[src/rtl/tmrcc_defines.svh]
// Offsets, field positions, reset values and timing counts of the timer core
`ifndef TMRCC_DEFINES_SVH
`define TMRCC_DEFINES_SVH

`define TMRCC_OFF_SC 12'h000
`define TMRCC_OFF_CNT 12'h004
`define TMRCC_OFF_MOD 12'h008
`define TMRCC_OFF_CH 12'h00C

`define TMRCC_SC_FLAG 7
`define TMRCC_SC_IRQEN 6
`define TMRCC_SC_CALIGN 5
`define TMRCC_SC_CLKS_HI 4
`define TMRCC_SC_CLKS_LO 3
`define TMRCC_SC_PS_HI 2
`define TMRCC_SC_PS_LO 0

`define TMRCC_SC_RESET 8'h00
`define TMRCC_CNT_RESET 16'h0000
`define TMRCC_MOD_RESET 16'h0000
`define TMRCC_CH_RESET 4'h0
`define TMRCC_MOD_FULL 16'hFFFF

`define TMRCC_CLK_PERIOD_NS 20
`define TMRCC_SYNC_STAGES 2

`endif

[src/rtl/tmrcc_pkg.sv]
// Types shared by the timer core
package tmrcc_pkg;
    typedef enum logic [1:0] {
        TMRCC_CLK_NONE = 2'b00,
        TMRCC_CLK_BUS = 2'b01,
        TMRCC_CLK_FIXED = 2'b10,
        TMRCC_CLK_EXT = 2'b11
    } tmrcc_clk_src_t;

    typedef enum logic [1:0] {
        TMRCC_DIR_UP = 2'b00,
        TMRCC_DIR_DOWN = 2'b01
    } tmrcc_dir_t;
endpackage

[src/rtl/tmrcc_core.sv]
// Timer counter core: clock select, synchroniser, prescaler, overflow, APB
//
// Chosen here: the APB slave port and the address map.
`timescale 1ns/100ps
`include "tmrcc_defines.svh"
`default_nettype none

// Notes on behaviour
// - Sixteen-bit counter: free, modulo, or up/down in center-aligned mode.
// - Modulo of 0x0000 or 0xFFFF gives a full-range free counter.
// - Counter reads are always allowed and never disturb counting.
// - Any write to the counter resets it, whatever the data.
// - After reset the timer is off; pins are GPIO inputs, no pull-ups.
// - Clock source 1:1 drives the prescaler from the external pin.
// - External clock is synchronised; keep it at or below bus/4.
// - While the timer owns a pin, port data and direction have no effect.
// - Channels needing no pin function hand the pin back to GPIO.
// - Up mode: overflow flag bit 7 sets when counter wraps to 0x0000.
// - Center mode: flag sets when counter turns down from the modulo.
// - Clear flag by reading it set, then writing 0; writing 1 does nothing.
// - An overflow between read and clearing write re-arms the sequence.
// - Interrupt request equals flag AND enable bit 6.
// - Bit 5 selects center-aligned mode; all channels then run centered.
// - Reset clears flag, enable and center select; up-counting mode.
// - Bits 4:3 disable or choose clock; fixed and external are synchronised.
// - Prescale bits 2:0 divide the selected clock by 1 to 128.
// - Channels, timed by the shared counter, choose their own modes.
// - Clock codes: 0:0 none, 0:1 bus, 1:0 fixed, 1:1 external.
// - Prescale code n divides by two to the power n.
// - At the modulo the counter restarts at zero, or turns down if centered.
module tmrcc_core #(
    parameter int CNT_W = 16,
    parameter int PS_W = 7
) (
    input wire logic pclk,
    input wire logic presetn,
    input wire logic psel,
    input wire logic penable,
    input wire logic pwrite,
    input wire logic [11:0] paddr,
    input wire logic [31:0] pwdata,
    output logic [31:0] prdata,
    output logic pready,
    output logic pslverr,
    input wire logic external_timer_clock_in,
    input wire logic fixed_system_clock,
    input wire logic [1:0] channel_mode_select,
    input wire logic [1:0] channel_edge_level_select,
    input wire logic channel_out,
    input wire logic channel_oe,
    input wire logic gpio_out,
    input wire logic gpio_oe,
    output logic channel_pin_o,
    output logic channel_pin_oe,
    output logic channel_pin_pullup,
    output logic timer_owns_pin,
    output logic [CNT_W-1:0] counter_value,
    output logic center_aligned_pwm,
    output logic overflow_irq
);
    logic [7:0] timer_status_control;
    logic [CNT_W-1:0] modulo_limit;
    logic [3:0] pin_ctrl;
    logic overflow_flag;
    logic clear_armed;
    logic [1:0] ext_sync;
    logic [1:0] fix_sync;
    logic ext_last;
    logic fix_last;
    logic [PS_W-1:0] ps_count;
    tmrcc_pkg::tmrcc_dir_t dir;

    wire logic overflow_irq_enable = timer_status_control[`TMRCC_SC_IRQEN];
    wire logic center_align_select = timer_status_control[`TMRCC_SC_CALIGN];
    wire logic [1:0] clock_source_select =
        timer_status_control[`TMRCC_SC_CLKS_HI:`TMRCC_SC_CLKS_LO];
    wire logic [2:0] prescale_select =
        timer_status_control[`TMRCC_SC_PS_HI:`TMRCC_SC_PS_LO];

    wire logic acc = psel && penable;
    wire logic wr = acc && pwrite;
    wire logic rd = acc && !pwrite;
    wire logic sel_sc = paddr == `TMRCC_OFF_SC;
    wire logic sel_cnt = paddr == `TMRCC_OFF_CNT;
    wire logic sel_mod = paddr == `TMRCC_OFF_MOD;
    wire logic sel_ch = paddr == `TMRCC_OFF_CH;
    wire logic mapped = sel_sc || sel_cnt || sel_mod || sel_ch;

    function automatic logic [PS_W-1:0] ps_mask(input logic [2:0] code);
        ps_mask = PS_W'((8'h01 << code) - 8'h01);
    endfunction

    // Synchronisers; first stage feeds only the second
    always_ff @(posedge pclk or negedge presetn) begin
        if (!presetn) begin
            ext_sync <= 2'b00;
            fix_sync <= 2'b00;
            ext_last <= 1'b0;
            fix_last <= 1'b0;
        end else begin
            ext_sync <= {ext_sync[0], external_timer_clock_in};
            fix_sync <= {fix_sync[0], fixed_system_clock};
            ext_last <= ext_sync[1];
            fix_last <= fix_sync[1];
        end
    end

    logic src_tick;
    always_comb begin
        case (tmrcc_pkg::tmrcc_clk_src_t'(clock_source_select))
            tmrcc_pkg::TMRCC_CLK_NONE: src_tick = 1'b0;
            tmrcc_pkg::TMRCC_CLK_BUS: src_tick = 1'b1;
            tmrcc_pkg::TMRCC_CLK_FIXED: src_tick = fix_sync[1] && !fix_last;
            tmrcc_pkg::TMRCC_CLK_EXT:
                src_tick = ext_sync[1] && !ext_last;
            default: src_tick = 1'b0;
        endcase
    end

    wire logic cnt_wr = wr && sel_cnt;
    wire logic sc_wr = wr && sel_sc;
    wire logic tick = src_tick && ((ps_count & ps_mask(prescale_select)) ==
        ps_mask(prescale_select));

    // Prescaler after source selection
    always_ff @(posedge pclk or negedge presetn) begin
        if (!presetn) begin
            ps_count <= '0;
        end else if (cnt_wr || sc_wr) begin
            ps_count <= '0;
        end else if (tick) begin
            ps_count <= '0;
        end else if (src_tick) begin
            ps_count <= ps_count + PS_W'(1);
        end
    end

    wire logic free_run = modulo_limit == '0 ||
        modulo_limit == CNT_W'(`TMRCC_MOD_FULL);
    wire logic [CNT_W-1:0] top = free_run ? {CNT_W{1'b1}} : modulo_limit;
    wire logic at_top = counter_value == top;
    logic wrap;
    logic turn;
    assign wrap = tick && !center_align_select && at_top;
    assign turn = tick && center_align_select &&
        dir == tmrcc_pkg::TMRCC_DIR_UP && at_top;
    wire logic ovf_event = wrap || turn;

    // Main counter
    always_ff @(posedge pclk or negedge presetn) begin
        if (!presetn) begin
            counter_value <= CNT_W'(`TMRCC_CNT_RESET);
            dir <= tmrcc_pkg::TMRCC_DIR_UP;
        end else if (cnt_wr) begin
            counter_value <= '0;
            dir <= tmrcc_pkg::TMRCC_DIR_UP;
        end else if (tick) begin
            if (!center_align_select) begin
                dir <= tmrcc_pkg::TMRCC_DIR_UP;
                counter_value <= at_top ? '0 :
                    counter_value + CNT_W'(1);
            end else if (dir == tmrcc_pkg::TMRCC_DIR_UP) begin
                if (at_top) begin
                    dir <= tmrcc_pkg::TMRCC_DIR_DOWN;
                    counter_value <= counter_value - CNT_W'(1);
                end else begin
                    counter_value <= counter_value + CNT_W'(1);
                end
            end else if (counter_value == '0) begin
                dir <= tmrcc_pkg::TMRCC_DIR_UP;
                counter_value <= CNT_W'(1);
            end else begin
                counter_value <= counter_value - CNT_W'(1);
            end
        end
    end

    // Control bits, modulo and pin control
    always_ff @(posedge pclk or negedge presetn) begin
        if (!presetn) begin
            timer_status_control <= `TMRCC_SC_RESET;
            modulo_limit <= CNT_W'(`TMRCC_MOD_RESET);
            pin_ctrl <= `TMRCC_CH_RESET;
        end else if (wr) begin
            if (sel_sc) begin
                timer_status_control[6:0] <= pwdata[6:0];
            end
            if (sel_mod) begin
                modulo_limit <= pwdata[CNT_W-1:0];
            end
            if (sel_ch) begin
                pin_ctrl <= pwdata[3:0];
            end
        end
    end

    // Overflow flag with read-then-write-0 clear; a new event re-arms
    wire logic flag_clear = sc_wr && clear_armed &&
        !pwdata[`TMRCC_SC_FLAG];
    always_ff @(posedge pclk or negedge presetn) begin
        if (!presetn) begin
            overflow_flag <= 1'b0;
            clear_armed <= 1'b0;
        end else begin
            if (ovf_event) begin
                overflow_flag <= 1'b1;
                clear_armed <= 1'b0;
            end else if (flag_clear) begin
                overflow_flag <= 1'b0;
                clear_armed <= 1'b0;
            end else if (rd && sel_sc && overflow_flag) begin
                clear_armed <= 1'b1;
            end else if (sc_wr) begin
                clear_armed <= 1'b0;
            end
        end
    end

    // Interrupt, mode and pin ownership outputs
    wire logic owns = pin_ctrl[1:0] != 2'b00 &&
        clock_source_select != 2'b00;
    always_ff @(posedge pclk or negedge presetn) begin
        if (!presetn) begin
            overflow_irq <= 1'b0;
            center_aligned_pwm <= 1'b0;
            timer_owns_pin <= 1'b0;
            channel_pin_o <= 1'b0;
            channel_pin_oe <= 1'b0;
            channel_pin_pullup <= 1'b0;
        end else begin
            overflow_irq <= (ovf_event || (overflow_flag && !flag_clear)) &&
                overflow_irq_enable;
            center_aligned_pwm <= center_align_select;
            timer_owns_pin <= owns;
            channel_pin_o <= owns ? channel_out : gpio_out;
            channel_pin_oe <= owns ? channel_oe : gpio_oe;
            channel_pin_pullup <= owns && !channel_oe && pin_ctrl[2];
        end
    end

    // APB slave: no wait states, error on unmapped address
    always_ff @(posedge pclk or negedge presetn) begin
        if (!presetn) begin
            pready <= 1'b0;
            pslverr <= 1'b0;
            prdata <= 32'h00000000;
        end else begin
            pready <= psel && !penable;
            pslverr <= psel && !penable && !mapped;
            if (psel && !penable && !pwrite) begin
                case (1'b1)
                    sel_sc: prdata <= {24'h000000, overflow_flag,
                        timer_status_control[6:0]};
                    sel_cnt: prdata <= {{(32-CNT_W){1'b0}},
                        counter_value};
                    sel_mod: prdata <= {{(32-CNT_W){1'b0}}, modulo_limit};
                    sel_ch: prdata <= {28'h0000000, pin_ctrl};
                    default: prdata <= 32'h00000000;
                endcase
            end
        end
    end

    property p_irq_gate;
        @(posedge pclk) disable iff (!presetn)
        !overflow_irq_enable |=> !overflow_irq;
    endproperty
    a_irq_gate: assert property (p_irq_gate)
        else $error("irq without enable");

    property p_wrap_flag;
        @(posedge pclk) disable iff (!presetn)
        wrap |=> overflow_flag && counter_value == '0;
    endproperty
    a_wrap_flag: assert property (p_wrap_flag)
        else $error("wrap no flag");

    property p_turn_flag;
        @(posedge pclk) disable iff (!presetn)
        turn && !cnt_wr |=>
            overflow_flag && dir == tmrcc_pkg::TMRCC_DIR_DOWN;
    endproperty
    a_turn_flag: assert property (p_turn_flag)
        else $error("turn no flag");

    property p_cnt_reset;
        @(posedge pclk) disable iff (!presetn)
        cnt_wr |=> counter_value == '0;
    endproperty
    a_cnt_reset: assert property (p_cnt_reset)
        else $error("cnt not reset");

    property p_hold;
        @(posedge pclk) disable iff (!presetn)
        clock_source_select == 2'b00 && !cnt_wr |=> $stable(counter_value);
    endproperty
    a_hold: assert property (p_hold)
        else $error("count moved");

    property p_set_wins;
        @(posedge pclk) disable iff (!presetn)
        ovf_event && flag_clear |=> overflow_flag;
    endproperty
    a_set_wins: assert property (p_set_wins)
        else $error("event lost");

    property p_w1_noeffect;
        @(posedge pclk) disable iff (!presetn)
        sc_wr && pwdata[`TMRCC_SC_FLAG] && !overflow_flag && !ovf_event
        |=> !overflow_flag;
    endproperty
    a_w1_noeffect: assert property (p_w1_noeffect)
        else $error("w1 set flag");

    property p_step;
        @(posedge pclk) disable iff (!presetn)
        tick && !center_align_select && !at_top && !cnt_wr
        |=> counter_value == $past(counter_value) + CNT_W'(1);
    endproperty
    a_step: assert property (p_step)
        else $error("bad step");

    property p_pin_gpio;
        @(posedge pclk) disable iff (!presetn)
        !owns |=> channel_pin_oe == $past(gpio_oe);
    endproperty
    a_pin_gpio: assert property (p_pin_gpio)
        else $error("pin not gpio");

    property p_irq_follow;
        @(posedge pclk) disable iff (!presetn)
        overflow_flag && overflow_irq_enable && !flag_clear |=> overflow_irq;
    endproperty
    a_irq_follow: assert property (p_irq_follow)
        else $error("irq missing");

    property p_pin_timer;
        @(posedge pclk) disable iff (!presetn)
        owns |=> channel_pin_oe == $past(channel_oe) &&
            channel_pin_o == $past(channel_out);
    endproperty
    a_pin_timer: assert property (p_pin_timer)
        else $error("port drove owned pin");

    property p_ready_pulse;
        @(posedge pclk) disable iff (!presetn)
        pready |=> !pready;
    endproperty
    a_ready_pulse: assert property (p_ready_pulse)
        else $error("pready held");

    c_wrap: cover property (@(posedge pclk) disable iff (!presetn) wrap);
    c_turn: cover property (@(posedge pclk) disable iff (!presetn) turn);
    c_clear: cover property (@(posedge pclk) disable iff (!presetn)
        flag_clear);
    c_ext: cover property (@(posedge pclk) disable iff (!presetn)
        tick && clock_source_select == 2'b11);
endmodule

`default_nettype wire

[config.mk]
export PLATFORM = sky130hd
export DESIGN_NAME = tmrcc_core
export DESIGN_NICKNAME = d
export VERILOG_FILES = /design/src/rtl/tmrcc_pkg.sv /design/src/rtl/tmrcc_core.sv
export VERILOG_INCLUDE_DIRS = /design/src /design/src/rtl
export SDC_FILE = /design/constraint.sdc
export NUM_CORES = 1
export LEC_CHECK = 0
export ABC_AREA = 1
export BUFFER_PORTS_ARGS = -buffer_cell sky130_fd_sc_hd__buf_2
export CORE_UTILIZATION = 40
export DETAILED_ROUTE_END_ITERATION = 10
export HOLD_SLACK_MARGIN = 0.03
export PLACE_DENSITY = 0.65
export SLEW_MARGIN = 30
export SYNTH_ARGS = -nofsm -noshare
export SYNTH_HDL_FRONTEND = slang
export SYNTH_SLANG_ARGS = --single-unit
[constraint.sdc]
create_clock -name pclk -period 2.33 [get_ports pclk]
set_input_delay 0.1165 -clock pclk [delete_from_list [all_inputs] [get_ports pclk]]
set_output_delay 0.1165 -clock pclk [all_outputs]
set_load 0.03 [all_outputs]
==> results_dict.tcl <==
set metrics [dict create \
    routabilityCongestion 0.901 \
    fmax_mhz 459 \
    grt_max_degree 39 \
    ys_ff_latch 83 \
    setup_tns_ns 0 \
    startpoint_type "flop" \
    dieArea_mm2 0.0142 \
    path_class "flop to flop" \
    crit_fanout 6 \
    dp.cells 1041 \
    design_area_mm2 0.00673 \
    clockRootBuffer "clkbuf_16" \
    die_w_um 119 \
    initial_core_util_pct 41.3 \
    htreeDepth 3 \
    worstMarginPinSlew_ns 0.545 \
    yosysSeqAreaShare_pct 37.9 \
    clk-insertion-delay-late_ns 0.35 \
    end_kind "flop" \
    n_antenna_cell 0 \
    gr-total-overflow 0 \
    maxCapViolations 0 \
    maxSlewViolCount 0 \
    clk_pin_slew_ns 0.07 \
    std_cell_rows 42 \
    rsz0062_at_grt "true" \
    drc_errors 0 \
    clock-skew-final_ns 0.00850 \
    synth_area_mm2 0.00549 \
    setup_viol 0 \
    clock_sinks 83 \
    cts_tree "yes" \
    ios 115 \
    hpwl_um 11500 \
    p_switching_w 0.000779 \
    final_cell_mix "222 x nand2_1, 95 x inv_1, 80 x dfrtp_1" \
    cts-buffers-inserted 9 \
    crit_required_ns 2.57 \
    ant_nets 0 \
    avgSynthCellArea_um2 6.97 \
    via_count 5433 \
    total_power_w 0.00314 \
    nNetsFinal 963 \
    antenna_found_initial 0 \
    first_iter_violations 313 \
    p_int_w 0.00236 \
    vias_per_cell 5.03 \
    power.leakage_nw 3.54 \
    first_pass_iters 5 \
    setup_ws_ns 0.151 \
    pre_cts_ws_ns 0.0870 \
    arrival_ns 2.42 \
    fin_cells 1080 \
    post_cts_buffers 0 \
    pwr-share-seq_pct 46.4 \
    netlist_instances 787 \
    numPortBuffers 78 \
    routed_wl_um 15800 \
    placed_area_mm2 0.00613 \
    ir_worst_vdd_mv 0.330 \
    min_path_type "input pin to flop" \
    layout_commonest_cell "nand2_1" \
    finalCriticalPeriod_ns 2.18 \
    coreArea_mm2 0.0133 \
    status "complete, no violations" \
    ys_warn_count 0 \
    grt_pass1_wl_um 26000 \
    area_growth_pct 22.6 \
    switching_share_pct 24.8 \
    slew_headroom_pct 63.6 \
    p_clk_share_pct 47.1 \
    layout-drive-gt1-share_pct 17.9 \
    die_h_um 119 \
    combPwrFrac_pct 6.5 \
    period_share_pct 93.5 \
    wl_per_cell_um 14.6 \
    grt_pass1_vias 5060 \
    pwr_density_cell_mw_per_mm2 467 \
    ys_types 43 \
    finalHoldViolations 0 \
    grt.total_usage_pct 23.4 \
    cts_buffer_depth 2 \
]
critical path, stage by stage, from the launching register on:
cell	delay [ns]
dfrtp_2	0.47
ha_1	0.21
nand2_1	0.06
nor2_1	0.20
nand4_1	0.18
nor2_1	0.18
nand4_1	0.16
nor3_1	0.23
xor2_1	0.16
o21ai_0	0.10
nand2_1	0.07
nand2_1	0.06
final timing paths:
| check | start | slack, ns | cells after the start | end |
|---|---|---|---|---|
| max reg2reg | counter_value[0] | 0.15 | 11 | counter_value[14] |
| max | counter_value[0] | 0.15 | 11 | counter_value[14] |
| min | pwdata[2] | 0.03 | 3 | prescale_select[2] |
| min reg2reg | ext_sync[0] | 0.35 | 0 | ext_sync[1] |
| max in group asynchronous | presetn | 1.40 | 3 | prdata[11] |
| min in group asynchronous | presetn | 0.30 | 2 | counter_value[4] |
power by group through the flow:
| stage | sequential [W] | clock, W | combinational, W |
|---|---|---|---|
| after detailed placement | 0.00149 | 0 | 0.000174 |
| after global placement | 0.00149 | 0 | 0.000172 |
| final | 0.00146 | 0.00148 | 0.000204 |
| after global routing | 0.00146 | 0.00158 | 0.000227 |
| after floorplan | 0.00150 | 0 | 0.0000892 |
| after CTS | 0.00146 | 0.00150 | 0.000204 |
registers in the layout, summed over array words and instances (netlist names), 3 cells and up:
signal / cells
counter_value: 16
modulo_limit: 16
pin_ctrl: 4
prdata: 16
prescale_select: 3
ps_count: 7
stage by stage:
step / utilization [%] / hold WS [ns]
global route: 50.6 / 0.0514
finish: 50.6 / 0.0333
global placement: 46.1 / 0.149
CTS: 50.1 / 0.0330
detailed placement: 46.1 / 0.150
floorplan: - / -0.179
metal layers:
layer  routed length (µm)  vias to the layer above  track usage [%]
met2                 7010                      187             36.6
met1                 7520                     2470             32.4
met5                    0                        -                0
li1                     -                     2749                -
met3                  840                       27             3.54
met4                  380                        0             8.94
Yosys cell counts:
library cell	count	share of area [%]
a21oi_1	20	1.8
o21ai_0	59	5.4
nand2_1	223	15
nor3_4	1	0.30
o21a_1	1	0.14
conb_1	1	0.068
buf_4	20	2.7
xor2_1	20	3.2
or2_2	1	0.11
dfrtp_1	83	38
nand4_1	27	3.1
xnor2_1	1	0.16
a32oi_1	1	0.16
a32o_1	7	1.3
o22ai_1	4	0.46
buf_6	3	0.62
clkinv_1	1	0.068
clkbuf_1	15	1.0
nand3_2	1	0.18
nor2_1	78	5.3
nor2_4	2	0.41
o311ai_0	1	0.16
nand3b_1	1	0.14
nand2_2	7	0.80
a22o_1	1	0.16
inv_2	3	0.21
o31ai_1	1	0.14
nand3_1	58	5.3
nand3_4	1	0.32
inv_4	1	0.11
a221oi_1	8	1.3
nor4_1	5	0.57
mux2_2	3	0.62
buf_2	5	0.46
nor4_2	1	0.23
nor2_2	3	0.34
o22a_1	1	0.16
nor3b_1	2	0.27
nor3b_2	1	0.23
ha_1	4	0.91
nor4b_1	1	0.16
nor3_1	13	1.2
inv_1	97	6.6
timing repair:
action,in CTS,in global routing
endpoints found under the setup margin,0,17
hold buffers,24,0
gates resized for setup,0,21
hold endpoints to repair,59,0
cell type report:
type	instances	area [µm²]
inverter	102	388
fill	1324	6570
sequential	83	2080
timing repair buffer	130	876
tap	176	220
multi-input combinational	574	2870
clock inverter	6	72.6
clock buffer	9	225
logic make-up after synthesis:
family / synth area share, %
flip-flops: 37.9
other: 0.0683
XOR/XNOR: 3.35
AO/OA/AOI/OAI: 11.1
multiplexers: 0.616
adder cells (fa/ha/maj): 0.912
AND/OR/NAND/NOR: 34.2
buffers and inverters: 11.9
No activity file was read; power rests on OpenSTA's default activity.
